`config.mk`:
```
export PLATFORM = sky130hd
export DESIGN_NAME = adc_result_hold_register
export DESIGN_NICKNAME = d
export VERILOG_FILES = /design/src/logic/sar_sequencer.v /design/src/logic/adc_result_hold_register.v
export VERILOG_INCLUDE_DIRS = /design/src /design/src/logic
export SDC_FILE = /design/constraint.sdc
export NUM_CORES = 1
export LEC_CHECK = 0
export BUFFER_PORTS_ARGS = -buffer_cell sky130_fd_sc_hd__buf_2
export CAP_MARGIN = 10
export CORE_AREA = 2 2 103 105
export CTS_BUF_LIST = sky130_fd_sc_hd__clkbuf_8
export CTS_CLUSTER_DIAMETER = 120
export CTS_CLUSTER_SIZE = 8
export DETAILED_ROUTE_END_ITERATION = 12
export DIE_AREA = 0 0 105 107
export PLACE_DENSITY_LB_ADDON = 0.1
export SYNTH_ARGS = -nofsm -noshare
export SYNTH_HDL_FRONTEND = slang
export SYNTH_SLANG_ARGS = --single-unit
export TNS_END_PERCENT = 10
```
`constraint.sdc`:
```
create_clock -name clk_i -period 2.15 [get_ports clk_i]
set_input_delay 0 -clock clk_i [delete_from_list [all_inputs] [get_ports clk_i]]
set_output_delay 0 -clock clk_i [all_outputs]
set_load 0.01 [all_outputs]
```
`src/logic/adc_result_defines.vh`:
```
// Offsets, field positions, reset values and step counts of the result block
`ifndef ADC_RESULT_DEFINES_VH
`define ADC_RESULT_DEFINES_VH

// Register map (byte address within the block window)
`define RES_OFFSET_DUAL     4'h0
`define RES_ADDR_W          4
`define RES_RESET           32'h00000000

// Field layout of the dual-channel result word
`define RES_DATA_W          12
`define RES_A_LSB           0
`define RES_A_MSB           11
`define RES_A_OVERRUN_BIT   14
`define RES_A_VALID_BIT     15
`define RES_B_LSB           16
`define RES_B_MSB           27
`define RES_B_OVERRUN_BIT   30
`define RES_B_VALID_BIT     31

// Channel indices
`define CHAN_A              1'b0
`define CHAN_B              1'b1

// Cycles a trial code is held before the comparator is sampled;
// covers the two-flop synchroniser plus comparator settling
`define SAR_STEP_CYCLES     4

`endif

```
`src/logic/sar_sequencer.v`:
```
// Successive-approximation sequencer: one 12-bit conversion per start
`include "adc_result_defines.vh"

module sar_sequencer #(
   parameter DATA_W     = `RES_DATA_W,
   parameter STEP_CYCLES = `SAR_STEP_CYCLES
) (
   input  wire              clk_i,
   input  wire              rst_i,
   input  wire              start_i,
   input  wire              cmp_i,
   output reg  [DATA_W-1:0] code_o,
   output reg               busy_o,
   output reg               done_o,
   output reg  [DATA_W-1:0] result_o
);

   localparam CNT_W = 8;
   localparam [31:0] STEP_LAST_W = STEP_CYCLES - 1;
   localparam [CNT_W-1:0] STEP_LAST = STEP_LAST_W[CNT_W-1:0];
   localparam BIT_W = 4;
   localparam [31:0] TOP_BIT_W = DATA_W - 1;
   localparam [BIT_W-1:0] TOP_BIT = TOP_BIT_W[BIT_W-1:0];

   localparam ST_IDLE = 1'b0;
   localparam ST_STEP = 1'b1;

   reg             state_q;
   reg [BIT_W-1:0] bit_q;
   reg [CNT_W-1:0] wait_q;
   reg [DATA_W-1:0] keep;

   // Trial code with the bit under test cleared when comparator is low
   always @* begin
      keep = code_o;
      if (!cmp_i) begin
         keep[bit_q] = 1'b0;
      end
   end

   // Binary search: set a bit, wait, keep or drop it, move one bit down
   always @(posedge clk_i) begin
      if (rst_i) begin
         state_q  <= ST_IDLE;
         bit_q    <= {BIT_W{1'b0}};
         wait_q   <= {CNT_W{1'b0}};
         code_o   <= {DATA_W{1'b0}};
         busy_o   <= 1'b0;
         done_o   <= 1'b0;
         result_o <= {DATA_W{1'b0}};
      end else begin
         done_o <= 1'b0;
         case (state_q)
            ST_IDLE: begin
               if (start_i) begin
                  state_q <= ST_STEP;
                  bit_q   <= TOP_BIT;
                  wait_q  <= {CNT_W{1'b0}};
                  code_o  <= {1'b1, {(DATA_W-1){1'b0}}};
                  busy_o  <= 1'b1;
               end
            end
            ST_STEP: begin
               if (wait_q != STEP_LAST) begin
                  wait_q <= wait_q + 1'b1;
               end else begin
                  wait_q <= {CNT_W{1'b0}};
                  if (bit_q == {BIT_W{1'b0}}) begin
                     // Last decision made: hand the word over
                     result_o <= keep;
                     code_o   <= keep;
                     done_o   <= 1'b1;
                     busy_o   <= 1'b0;
                     state_q  <= ST_IDLE;
                  end else begin
                     code_o            <= keep;
                     code_o[bit_q - 1'b1] <= 1'b1;
                     bit_q             <= bit_q - 1'b1;
                  end
               end
            end
            default: begin
               state_q <= ST_IDLE;
               busy_o  <= 1'b0;
            end
         endcase
      end
   end

endmodule

```
`src/logic/adc_result_hold_register.v`:
```
// Two-channel result holding word with valid/overrun flags and its converter
//
// Local design decision: the Wishbone interface to the registers.
`include "adc_result_defines.vh"

// How it works
// - Channel A's latest 12-bit result sits in word bits 11 to 0.
// - Channel B's latest 12-bit result sits in word bits 27 to 16.
// - Completion sets channel valid flag: bit 15 for A, bit 31 for B.
// - Reading the result word clears both valid and both overrun flags.
// - Loading over an unread result sets overrun: bit 14 A, bit 30 B.
// - Overrun 0 means latest unread result; 1 means one was overwritten.
// - Each finished conversion is written into the converted channel's field.
// - Results have 12-bit resolution from successive approximation.
module adc_result_hold_register #(
   parameter DATA_W      = `RES_DATA_W,
   parameter STEP_CYCLES = `SAR_STEP_CYCLES
) (
   input  wire                   clk_i,
   input  wire                   rst_i,
   // Classic Wishbone slave
   input  wire                   wb_cyc_i,
   input  wire                   wb_stb_i,
   input  wire                   wb_we_i,
   input  wire [`RES_ADDR_W-1:0] wb_adr_i,
   input  wire [3:0]             wb_sel_i,
   input  wire [31:0]            wb_dat_i,
   output reg  [31:0]            wb_dat_o,
   output reg                    wb_ack_o,
   // Conversion requests from the trigger logic, same clock
   input  wire                   start_a_i,
   input  wire                   start_b_i,
   // Analog comparator pin: high when input is at or above the trial code
   input  wire                   cmp_i,
   // Trial code for the DAC and converter activity
   output reg  [DATA_W-1:0]      dac_code_o,
   output reg                    busy_o
);

   // Synchroniser for the comparator pin; the pin may move at any time,
   // so only the second flop is read and a metastable first stage never
   // reaches the search logic
   reg cmp_meta_q;
   reg cmp_sync_q;

   always @(posedge clk_i) begin
      if (rst_i) begin
         cmp_meta_q <= 1'b0;
         cmp_sync_q <= 1'b0;
      end else begin
         cmp_meta_q <= cmp_i;
         cmp_sync_q <= cmp_meta_q;
      end
   end

   // Bus decode; writes are acknowledged and dropped, word is read-only.
   // A request is taken on the edge where cyc and stb stand high and no
   // ack is showing; the answer follows one edge later. Masking with the
   // ack keeps a master that holds stb high from being taken twice in a
   // row, which would clear flags before it had seen them.
   // Byte selects and write data are not looked at: the whole word is
   // always returned and nothing here can be written.
   wire req      = wb_cyc_i & wb_stb_i & ~wb_ack_o;
   wire hit      = (wb_adr_i == `RES_OFFSET_DUAL);
   wire rd_clear = req & ~wb_we_i & hit;

   // Converter sequencer and channel arbitration
   wire              sar_busy;
   wire              sar_done;
   wire [DATA_W-1:0] sar_code;
   wire [DATA_W-1:0] sar_result;

   reg  [1:0] pend_q;
   reg        chan_q;
   reg        launch_q;

   wire idle_free = ~sar_busy & ~launch_q;
   wire pick_b    = ~pend_q[0];

   // Requests are remembered until served; a new request wins over the
   // service clear so a start arriving while its channel launches is kept
   // as a second conversion rather than lost.
   // Channel A outranks channel B when both wait. A trigger source that
   // keeps channel A pending without a break can hold B off, so the
   // trigger logic must leave gaps between A requests.
   always @(posedge clk_i) begin
      if (rst_i) begin
         pend_q   <= 2'b00;
         chan_q   <= `CHAN_A;
         launch_q <= 1'b0;
      end else begin
         launch_q <= 1'b0;
         if (idle_free && (pend_q != 2'b00)) begin
            chan_q   <= pick_b ? `CHAN_B : `CHAN_A;
            launch_q <= 1'b1;
            pend_q   <= (pick_b ? (pend_q & 2'b01) : (pend_q & 2'b10))
                        | {start_b_i, start_a_i};
         end else begin
            pend_q <= pend_q | {start_b_i, start_a_i};
         end
      end
   end

   sar_sequencer #(
      .DATA_W      (DATA_W),
      .STEP_CYCLES (STEP_CYCLES)
   ) u_sar (
      .clk_i    (clk_i),
      .rst_i    (rst_i),
      .start_i  (launch_q),
      .cmp_i    (cmp_sync_q),
      .code_o   (sar_code),
      .busy_o   (sar_busy),
      .done_o   (sar_done),
      .result_o (sar_result)
   );

   // Per-channel result, valid and overrun storage
   wire [DATA_W-1:0] res_a;
   wire [DATA_W-1:0] res_b;
   wire [1:0]        valid;
   wire [1:0]        over;

   genvar ch;
   generate
      for (ch = 0; ch < 2; ch = ch + 1) begin : slot
         reg [DATA_W-1:0] data_q;
         reg [DATA_W-1:0] data_d;
         reg              valid_q;
         reg              valid_d;
         reg              over_q;
         reg              over_d;
         wire             load = sar_done & (chan_q == ch);

         // Next field and flag state; a load outranks a same-cycle read
         // clear so a fresh result is never lost between snapshot and clear
         always @* begin
            data_d  = data_q;
            valid_d = valid_q;
            over_d  = over_q;
            if (load) begin
               data_d  = sar_result;
               valid_d = 1'b1;
               // overrun only if the old result is unread and not read this same cycle
               over_d  = valid_q & ~rd_clear;
            end else if (rd_clear) begin
               valid_d = 1'b0;
               over_d  = 1'b0;
            end
         end

         // Storage of the channel slot
         always @(posedge clk_i) begin
            if (rst_i) begin
               data_q  <= {DATA_W{1'b0}};
               valid_q <= 1'b0;
               over_q  <= 1'b0;
            end else begin
               data_q  <= data_d;
               valid_q <= valid_d;
               over_q  <= over_d;
            end
         end

         assign valid[ch] = valid_q;
         assign over[ch]  = over_q;
      end
   endgenerate

   assign res_a = slot[0].data_q;
   assign res_b = slot[1].data_q;

   // Assembled word; reserved bits 29:28 and 13:12 read as zero.
   // Starting from the reset value keeps the gaps at zero whatever the
   // field widths, so software may compare the word as a whole.
   reg [31:0] word;

   always @* begin
      word = `RES_RESET;
      word[`RES_A_MSB:`RES_A_LSB] = res_a;
      word[`RES_A_OVERRUN_BIT]    = over[0];
      word[`RES_A_VALID_BIT]      = valid[0];
      word[`RES_B_MSB:`RES_B_LSB] = res_b;
      word[`RES_B_OVERRUN_BIT]    = over[1];
      word[`RES_B_VALID_BIT]      = valid[1];
   end

   // One-cycle registered answer; data is captured on the same edge the
   // flags clear, so the reader sees the flags as they stood before.
   // The snapshot moves only on reads, so wb_dat_o keeps the last word
   // read through any number of writes.
   always @(posedge clk_i) begin
      if (rst_i) begin
         wb_ack_o <= 1'b0;
         wb_dat_o <= `RES_RESET;
      end else begin
         wb_ack_o <= req;
         if (req && !wb_we_i) begin
            wb_dat_o <= hit ? word : 32'h00000000;
         end
      end
   end

   // Any request queued, launching or converting counts as activity
   wire work_any = sar_busy | launch_q | (pend_q != 2'b00);

   // Registered copies of converter activity for the pins
   always @(posedge clk_i) begin
      if (rst_i) begin
         dac_code_o <= {DATA_W{1'b0}};
         busy_o     <= 1'b0;
      end else begin
         dac_code_o <= sar_code;
         busy_o     <= work_any;
      end
   end

endmodule

```
# After elaboration in Yosys (flattened, before gate mapping)
# Cells that the tools add are included.
dict set report word_totals {
  register_bits 119
  in_bits 48
  out_inout_bits 46
  wordCells 107
}
dict set report classes {
  muxes 35
  n_lt_le_gt_ge 4
  bitwise_logic 24
  add_sub_neg 2
  reduce_logical 15
  eq_ne 5
}
# operator count
set op_table {}
lappend op_table {{2-to-1 mux 12 bit} 4}
lappend op_table {{2-to-1 mux 32 bit} 1}
lappend op_table {{one-hot mux 12 bit (2 select lines)} 1}
lappend op_table {{2-to-1 mux 1 bit} 16}
lappend op_table {{2-to-1 mux 8 bit} 2}
lappend op_table {{one-hot mux 8 bit (2 select lines)} 1}
lappend op_table {{AND 12 bit} 1}
lappend op_table {{2-to-1 mux 4 bit} 3}
lappend op_table {{inverter 12 bit} 1}
lappend op_table {{OR 12 bit} 1}
lappend op_table {{less-than comparator 4 x 5 -> 1 bit (second input constant)} 2}
lappend op_table {{AND 1 bit} 9}
lappend op_table {{AND reduction 3 bit} 3}
lappend op_table {{adder 8 x 1 -> 8 bit (second input constant)} 1}
lappend op_table {{demux 1 bit (select 4 bit)} 2}
lappend op_table {{greater-or-equal comparator 4 x 1 -> 1 bit (second input constant)} 2}
lappend op_table {{zero test 4 bit} 2}
lappend op_table {{!= test 2 bit (second input constant)} 4}
lappend op_table {{!= test 8 x 2 -> 1 bit (second input constant)} 1}
lappend op_table {{inverter 1 bit} 8}
lappend op_table {{one-hot mux 4 bit (2 select lines)} 1}
lappend op_table {{nonzero test 2 bit} 3}
lappend op_table {{logical AND 1 bit} 4}
lappend op_table {{2-to-1 mux 2 bit} 2}
lappend op_table {{other kinds (7)} 10}

# Depth between registers and ports, before layout
dict set report logic_depth {
  depth_word 11
  mapped_depth 7
  mapped_depth_nobuf 6
}

# By module
# A second synthesis with hierarchy kept.
dict set report hier_totals {
  hier_cells 520
  hier_area_um2 4629.4
}
# module seq_area_each_um2 cells_each area_each_um2 instances
set by_module_without_submodules {}
lappend by_module_without_submodules {adc_result_hold_register 1521.5 304 2657.5 1}
lappend by_module_without_submodules {sar_sequencer 780.7 216 1971.9 1}

# Worst setup path before layout
# Ideal clock, no wire load.
dict set report synth_path {
  kind {reg-to-reg}
  start {register u_sar.wait_q[0]}
  end {register u_sar.code_o[0]}
  path_stages_with_launch 7
  setup_slack_ns 0.341
  setup_time_ns 0.075
  arrival_time_ns 1.735
  path_cell_list {dfxtp_1 > ha_1 > or4b_4 > nor3_4 > buf_6 > nand2_2 > o22ai_1}
}
dict set report synth_via {
  elab_chain_cells 3
}
# item line
set synth_rtl {}
lappend synth_rtl {{start: declaration} sar_sequencer.v:30} ;# reg [CNT_W-1:0] wait_q;
lappend synth_rtl {{start signal: assignment} sar_sequencer.v:46} ;# wait_q <= {CNT_W{1'b0}};
lappend synth_rtl {{start signal: assignment} sar_sequencer.v:58} ;# wait_q <= {CNT_W{1'b0}};
lappend synth_rtl {{start signal: assignment} sar_sequencer.v:65} ;# wait_q <= wait_q + 1'b1;
lappend synth_rtl {{!= test 8 x 2 -> 1 bit} sar_sequencer.v:64} ;# if (wait_q != STEP_LAST) begin
lappend synth_rtl {{!= test 2 bit (no source line)} --}
lappend synth_rtl {{AND reduction 2 bit (no source line)} --}
lappend synth_rtl {{end signal: assignment} sar_sequencer.v:59} ;# code_o <= {1'b1, {(DATA_W-1){1'b0}}};
lappend synth_rtl {{end signal: assignment} sar_sequencer.v:71} ;# code_o <= keep;
lappend synth_rtl {{end signal: assignment} sar_sequencer.v:76} ;# code_o <= keep;
lappend synth_rtl {{end: declaration} sar_sequencer.v:12} ;# output reg [DATA_W-1:0] code_o,
# Every way passes these cells.
# A chain may end at the register's enable or synchronous reset.

# Worst setup path after layout
dict set report layout_path {
  start {register u_sar.wait_q[0]}
  end {register u_sar.bit_q[3]}
}
dict set report layout_via {
  elab_chain_cells 3
}
# item line
set layout_rtl {}
lappend layout_rtl {{!= test 8 x 2 -> 1 bit} sar_sequencer.v:64}
lappend layout_rtl {{!= test 2 bit (no source line)} --}
lappend layout_rtl {{AND reduction 3 bit (no source line)} --}
lappend layout_rtl {{end signal: assignment} sar_sequencer.v:45} ;# bit_q <= {BIT_W{1'b0}};
lappend layout_rtl {{end signal: assignment} sar_sequencer.v:78} ;# bit_q <= bit_q - 1'b1;
lappend layout_rtl {{end: declaration} sar_sequencer.v:29} ;# reg [BIT_W-1:0] bit_q;
# Every way passes these cells.

==> summary.txt <==
STA
  • Crit share post-route: 93.1%
  • Worst slew margin: 61.2%
  • Final min period: 2.00 ns
  • Final number of setup-violating endpoints: 0
  • Setup_tns: 0 ns
  • FMAX: 500 MHz
  • Max-slew violation count: 0
  • Tightest Pin Transition: 0.578 ns
  • Layout Skew: 0.00617 ns
  • RSZ-0062 raised after global routing: no
  • Count of final hold-check violations: 0

Synthesis
  • Async S/R FF share, synth: 0%
  • Adder-cell share of the synthesized area: 1.69%
  • Avg Cell Area, Syn: 8.85 um2
  • Dominant register cell in the synthesized netlist: dfxtp_1
  • Yosys top cell area share: 51.9%
  • Top post-synthesis cells by count: 115 x dfxtp_1, 80 x nand2_1, 52 x a21oi_1
  • Post-synth EDFFs: 0
  • Synth Area in Compound Gates: 18.8%
  • Synth area leader: dfxtp_1
  • Netlist cell types: 55
  • Yosys reg bits: 115
  • Mapped cell area: 4430 um2
  • Largest family of logic cells by synthesized area: simple AND/OR/NAND/NOR gates
  • Post-synthesis sequential area ratio: 51.9%
  • Area contributors post-synth: dfxtp_1 52%, nand2_1 6.8%, a21oi_1 5.9%
  • Top-count cell post-synth: dfxtp_1
  • Simple-gate share of the synthesized area: 21.2%
  • Synth Area in XOR/XNOR: 0%
  • Mux cell area share after synthesis: 1.19%
  • Syn Inst Count: 501
  • Yosys Warn Count: 0

Pwr
  • Power Density: 896 nW/um2
  • Max VDD drop: 0.338 mV
  • LEAKAGE: 2.09 nW

CTS
  • Number of buffers created by CTS: 17
  • Number of H-tree levels: 4
  • CTS tree: yes
  • Root buffer cell: clkbuf_8
  • Clock slew at reported path FFs: 0.07 ns
  • Clock sinks: 115
  • Clock Path Buffers: 2
  • Clk Latency, worst-skew pair: 0.43 ns

Global routing
  • First-pass GRT wire length: 16200 um
  • Vias in the first global route: 3455
  • Total gr overflow: 0
  • Largest net degree at the start of global routing: 50
  • GRT Overall Usage: 18.3%
  • Antenna violations before repair: 0

Critical path
  • Worst path bufs/invs: 0
  • Register-to-Register Path Depth: 5
  • R2r endpoint: u_sar.bit_q[3]
  • Startpoint Class: flop
  • Critical path fanouts, max: 6
  • Crit path kind: flop to flop
  • CP startpoint: u_sar.wait_q[0]
  • Critical-path cell list: ha_1, or4b_4, nor3b_4, a211oi_1, a311oi_1
  • Reg2reg setup slack: 0.15 ns
  • Setup crit end kind: flop
  • Crit path to: u_sar.bit_q[3]
  • Critical Path AT: 2.34 ns
  • Slowest cell delay on critical path: 0.56 ns
  • Worst reg2reg startpoint: u_sar.wait_q[0]
  • WP depth: 5
  • Highest-delay cell along the critical path: or4b_4
  • Delay-heaviest family, CP: simple AND/OR/NAND/NOR gates
  • Worst endpoint required time: 2.49 ns

Die
  • Die height: 107 um
  • IO Count: 94
  • Std-Cell Rows: 37
  • Die area: 11200 um2
  • Chip width: 105 um
  • Initial Utilization: 43.9%
  • Core box area: 10100 um2

Place
  • I/O Buffers: 53
  • Post-place instance area: 4860 um2
  • RD Place Congestion: 0.855
  • Post-DP HPWL: 6770 um

Hold path
  • Worst Hold Class: primary input to flop

Route
  • Post-Route WL: 9710 um
  • Via density: 5.16
  • Vias: 3682
  • Detailed-route DRC error count: 0
  • Initial DRC Count: 158
  • Antenna Nets Post-Route: 0
  • Wire per inst: 13.6 um
  • TritonRoute pass-1 iters: 6

Job
  • Max cap viols: 0

Layout
  • Layout cells sized above 1: 19.9%
  • Fin area: 5400 um2
  • Final #Nets: 619
  • Layout Area Growth over Synthesis: 21.9%
  • Antenna Diode Count: 0

Outcome
  • Run status: finished clean
==> cell type report <==
type                       instances  area [um2]
fill                             986        4690
sequential                       115        2300
multi-input combinational        339        1920
timing repair buffer              75         470
clock buffer                      19         262
clock inverter                    13         213
tap                              136         170
inverter                          17        63.8
==> layout by cell type (no fill, tap or decap), drive strengths merged, types with 4 or more instances in the layout <==
cell type / synthesis / final
nor2: 49 / 49
inv: 17 / 19
buf: 10 / 69
nor2b: 10 / 10
bufinv: 0 / 6
a21oi: 52 / 52
nor3: 12 / 12
ha: 6 / 6
nand2: 82 / 82
a211oi: 5 / 5
conb: 1 / 4
clkinv: 0 / 5
nand3: 5 / 5
o21ai: 17 / 17
dfxtp: 115 / 115
a22oi: 32 / 32
a21boi: 4 / 4
dlygate4sd3: 0 / 6
clkbuf: 23 / 19
and3: 5 / 5
nor3b: 5 / 5
o22ai: 6 / 6
==> tightest hold or removal path: stages <==
cell and delay (ns):
buf_2 0.07, or4_1 0.13, o21ai_0 0.08, a21oi_1 0.13
==> cell families (layout without fill, tap and decap cells) <==
logic type | after synthesis | in the layout
AOI/OAI and AO/OA | 133 | 133
muxes | 5 | 5
adders and majority gates | 6 | 6
and+or+nand+nor | 191 | 191
other | 1 | 4
DFF | 115 | 115
buffers and inverters | 50 | 124
==> registers in the layout, indices dropped and copies added, names as in the netlist, 4 cells and up <==
register,flops
res_a,12
u_sar.code_o,12
u_sar.result_o,12
u_sar.bit_q,4
wb_dat_o,28
dac_code_o,12
u_sar.wait_q,8
res_b,12
==> metal layers <==
| layer | track usage, % | share of wire (%) | vias to the layer above | wire [um] |
|---|---|---|---|---|
| met4 | 10.3 | 2.5 | 0 | 247 |
| met3 | 4.13 | 3.1 | 22 | 299 |
| met2 | 30.3 | 48 | 58 | 4690 |
| li1 | - | - | 1862 | - |
| met1 | 22.0 | 46 | 1740 | 4470 |
| met5 | 0 | 0 | - | 0 |
==> what timing repair did <==
action	in CTS	in global routing
resized for setup	0	1
endpoints found under the hold margin	9	0
buffers inserted	0	0
endpoints found under the setup margin	0	11
hold buffers	6	0
==> how the worst min path moves through the flow <==
stage	from	to	cells past startpoint
final	wb_adr_i[2]	slot[1].valid_q	4
after global routing	wb_adr_i[2]	slot[1].valid_q	4
after CTS	wb_adr_i[2]	slot[1].valid_q	4
after detailed placement	start_a_i	pend_q[0]	3
after global placement	start_a_i	pend_q[0]	3
after floorplan	start_a_i	pend_q[0]	2
==> per-stage QoR <==
stage                     setup WS [ns]  std cells  total power [W]  utilization (%)  hold slack [ns]
final                             0.148        714          0.00484             53.5           0.0229
after global routing            0.00718        714          0.00501             53.5           0.0765
after CTS                         0.127        714          0.00488             53.5           0.0155
after detailed placement          0.138        676          0.00250             48.2            0.213
after global placement            0.180        676          0.00250             48.2            0.208
after floorplan                   0.341        504          0.00242                -            0.117
==> power breakdown <==
group	total, W	internal (W)	switching, W
logic	0.000282	0.000109	0.000173
clock network	0.00237	0.00154	0.000834
registers	0.00218	0.00216	0.0000273
total	0.00484	0.00380	0.00103
Power figures use the tool's default switching activity.
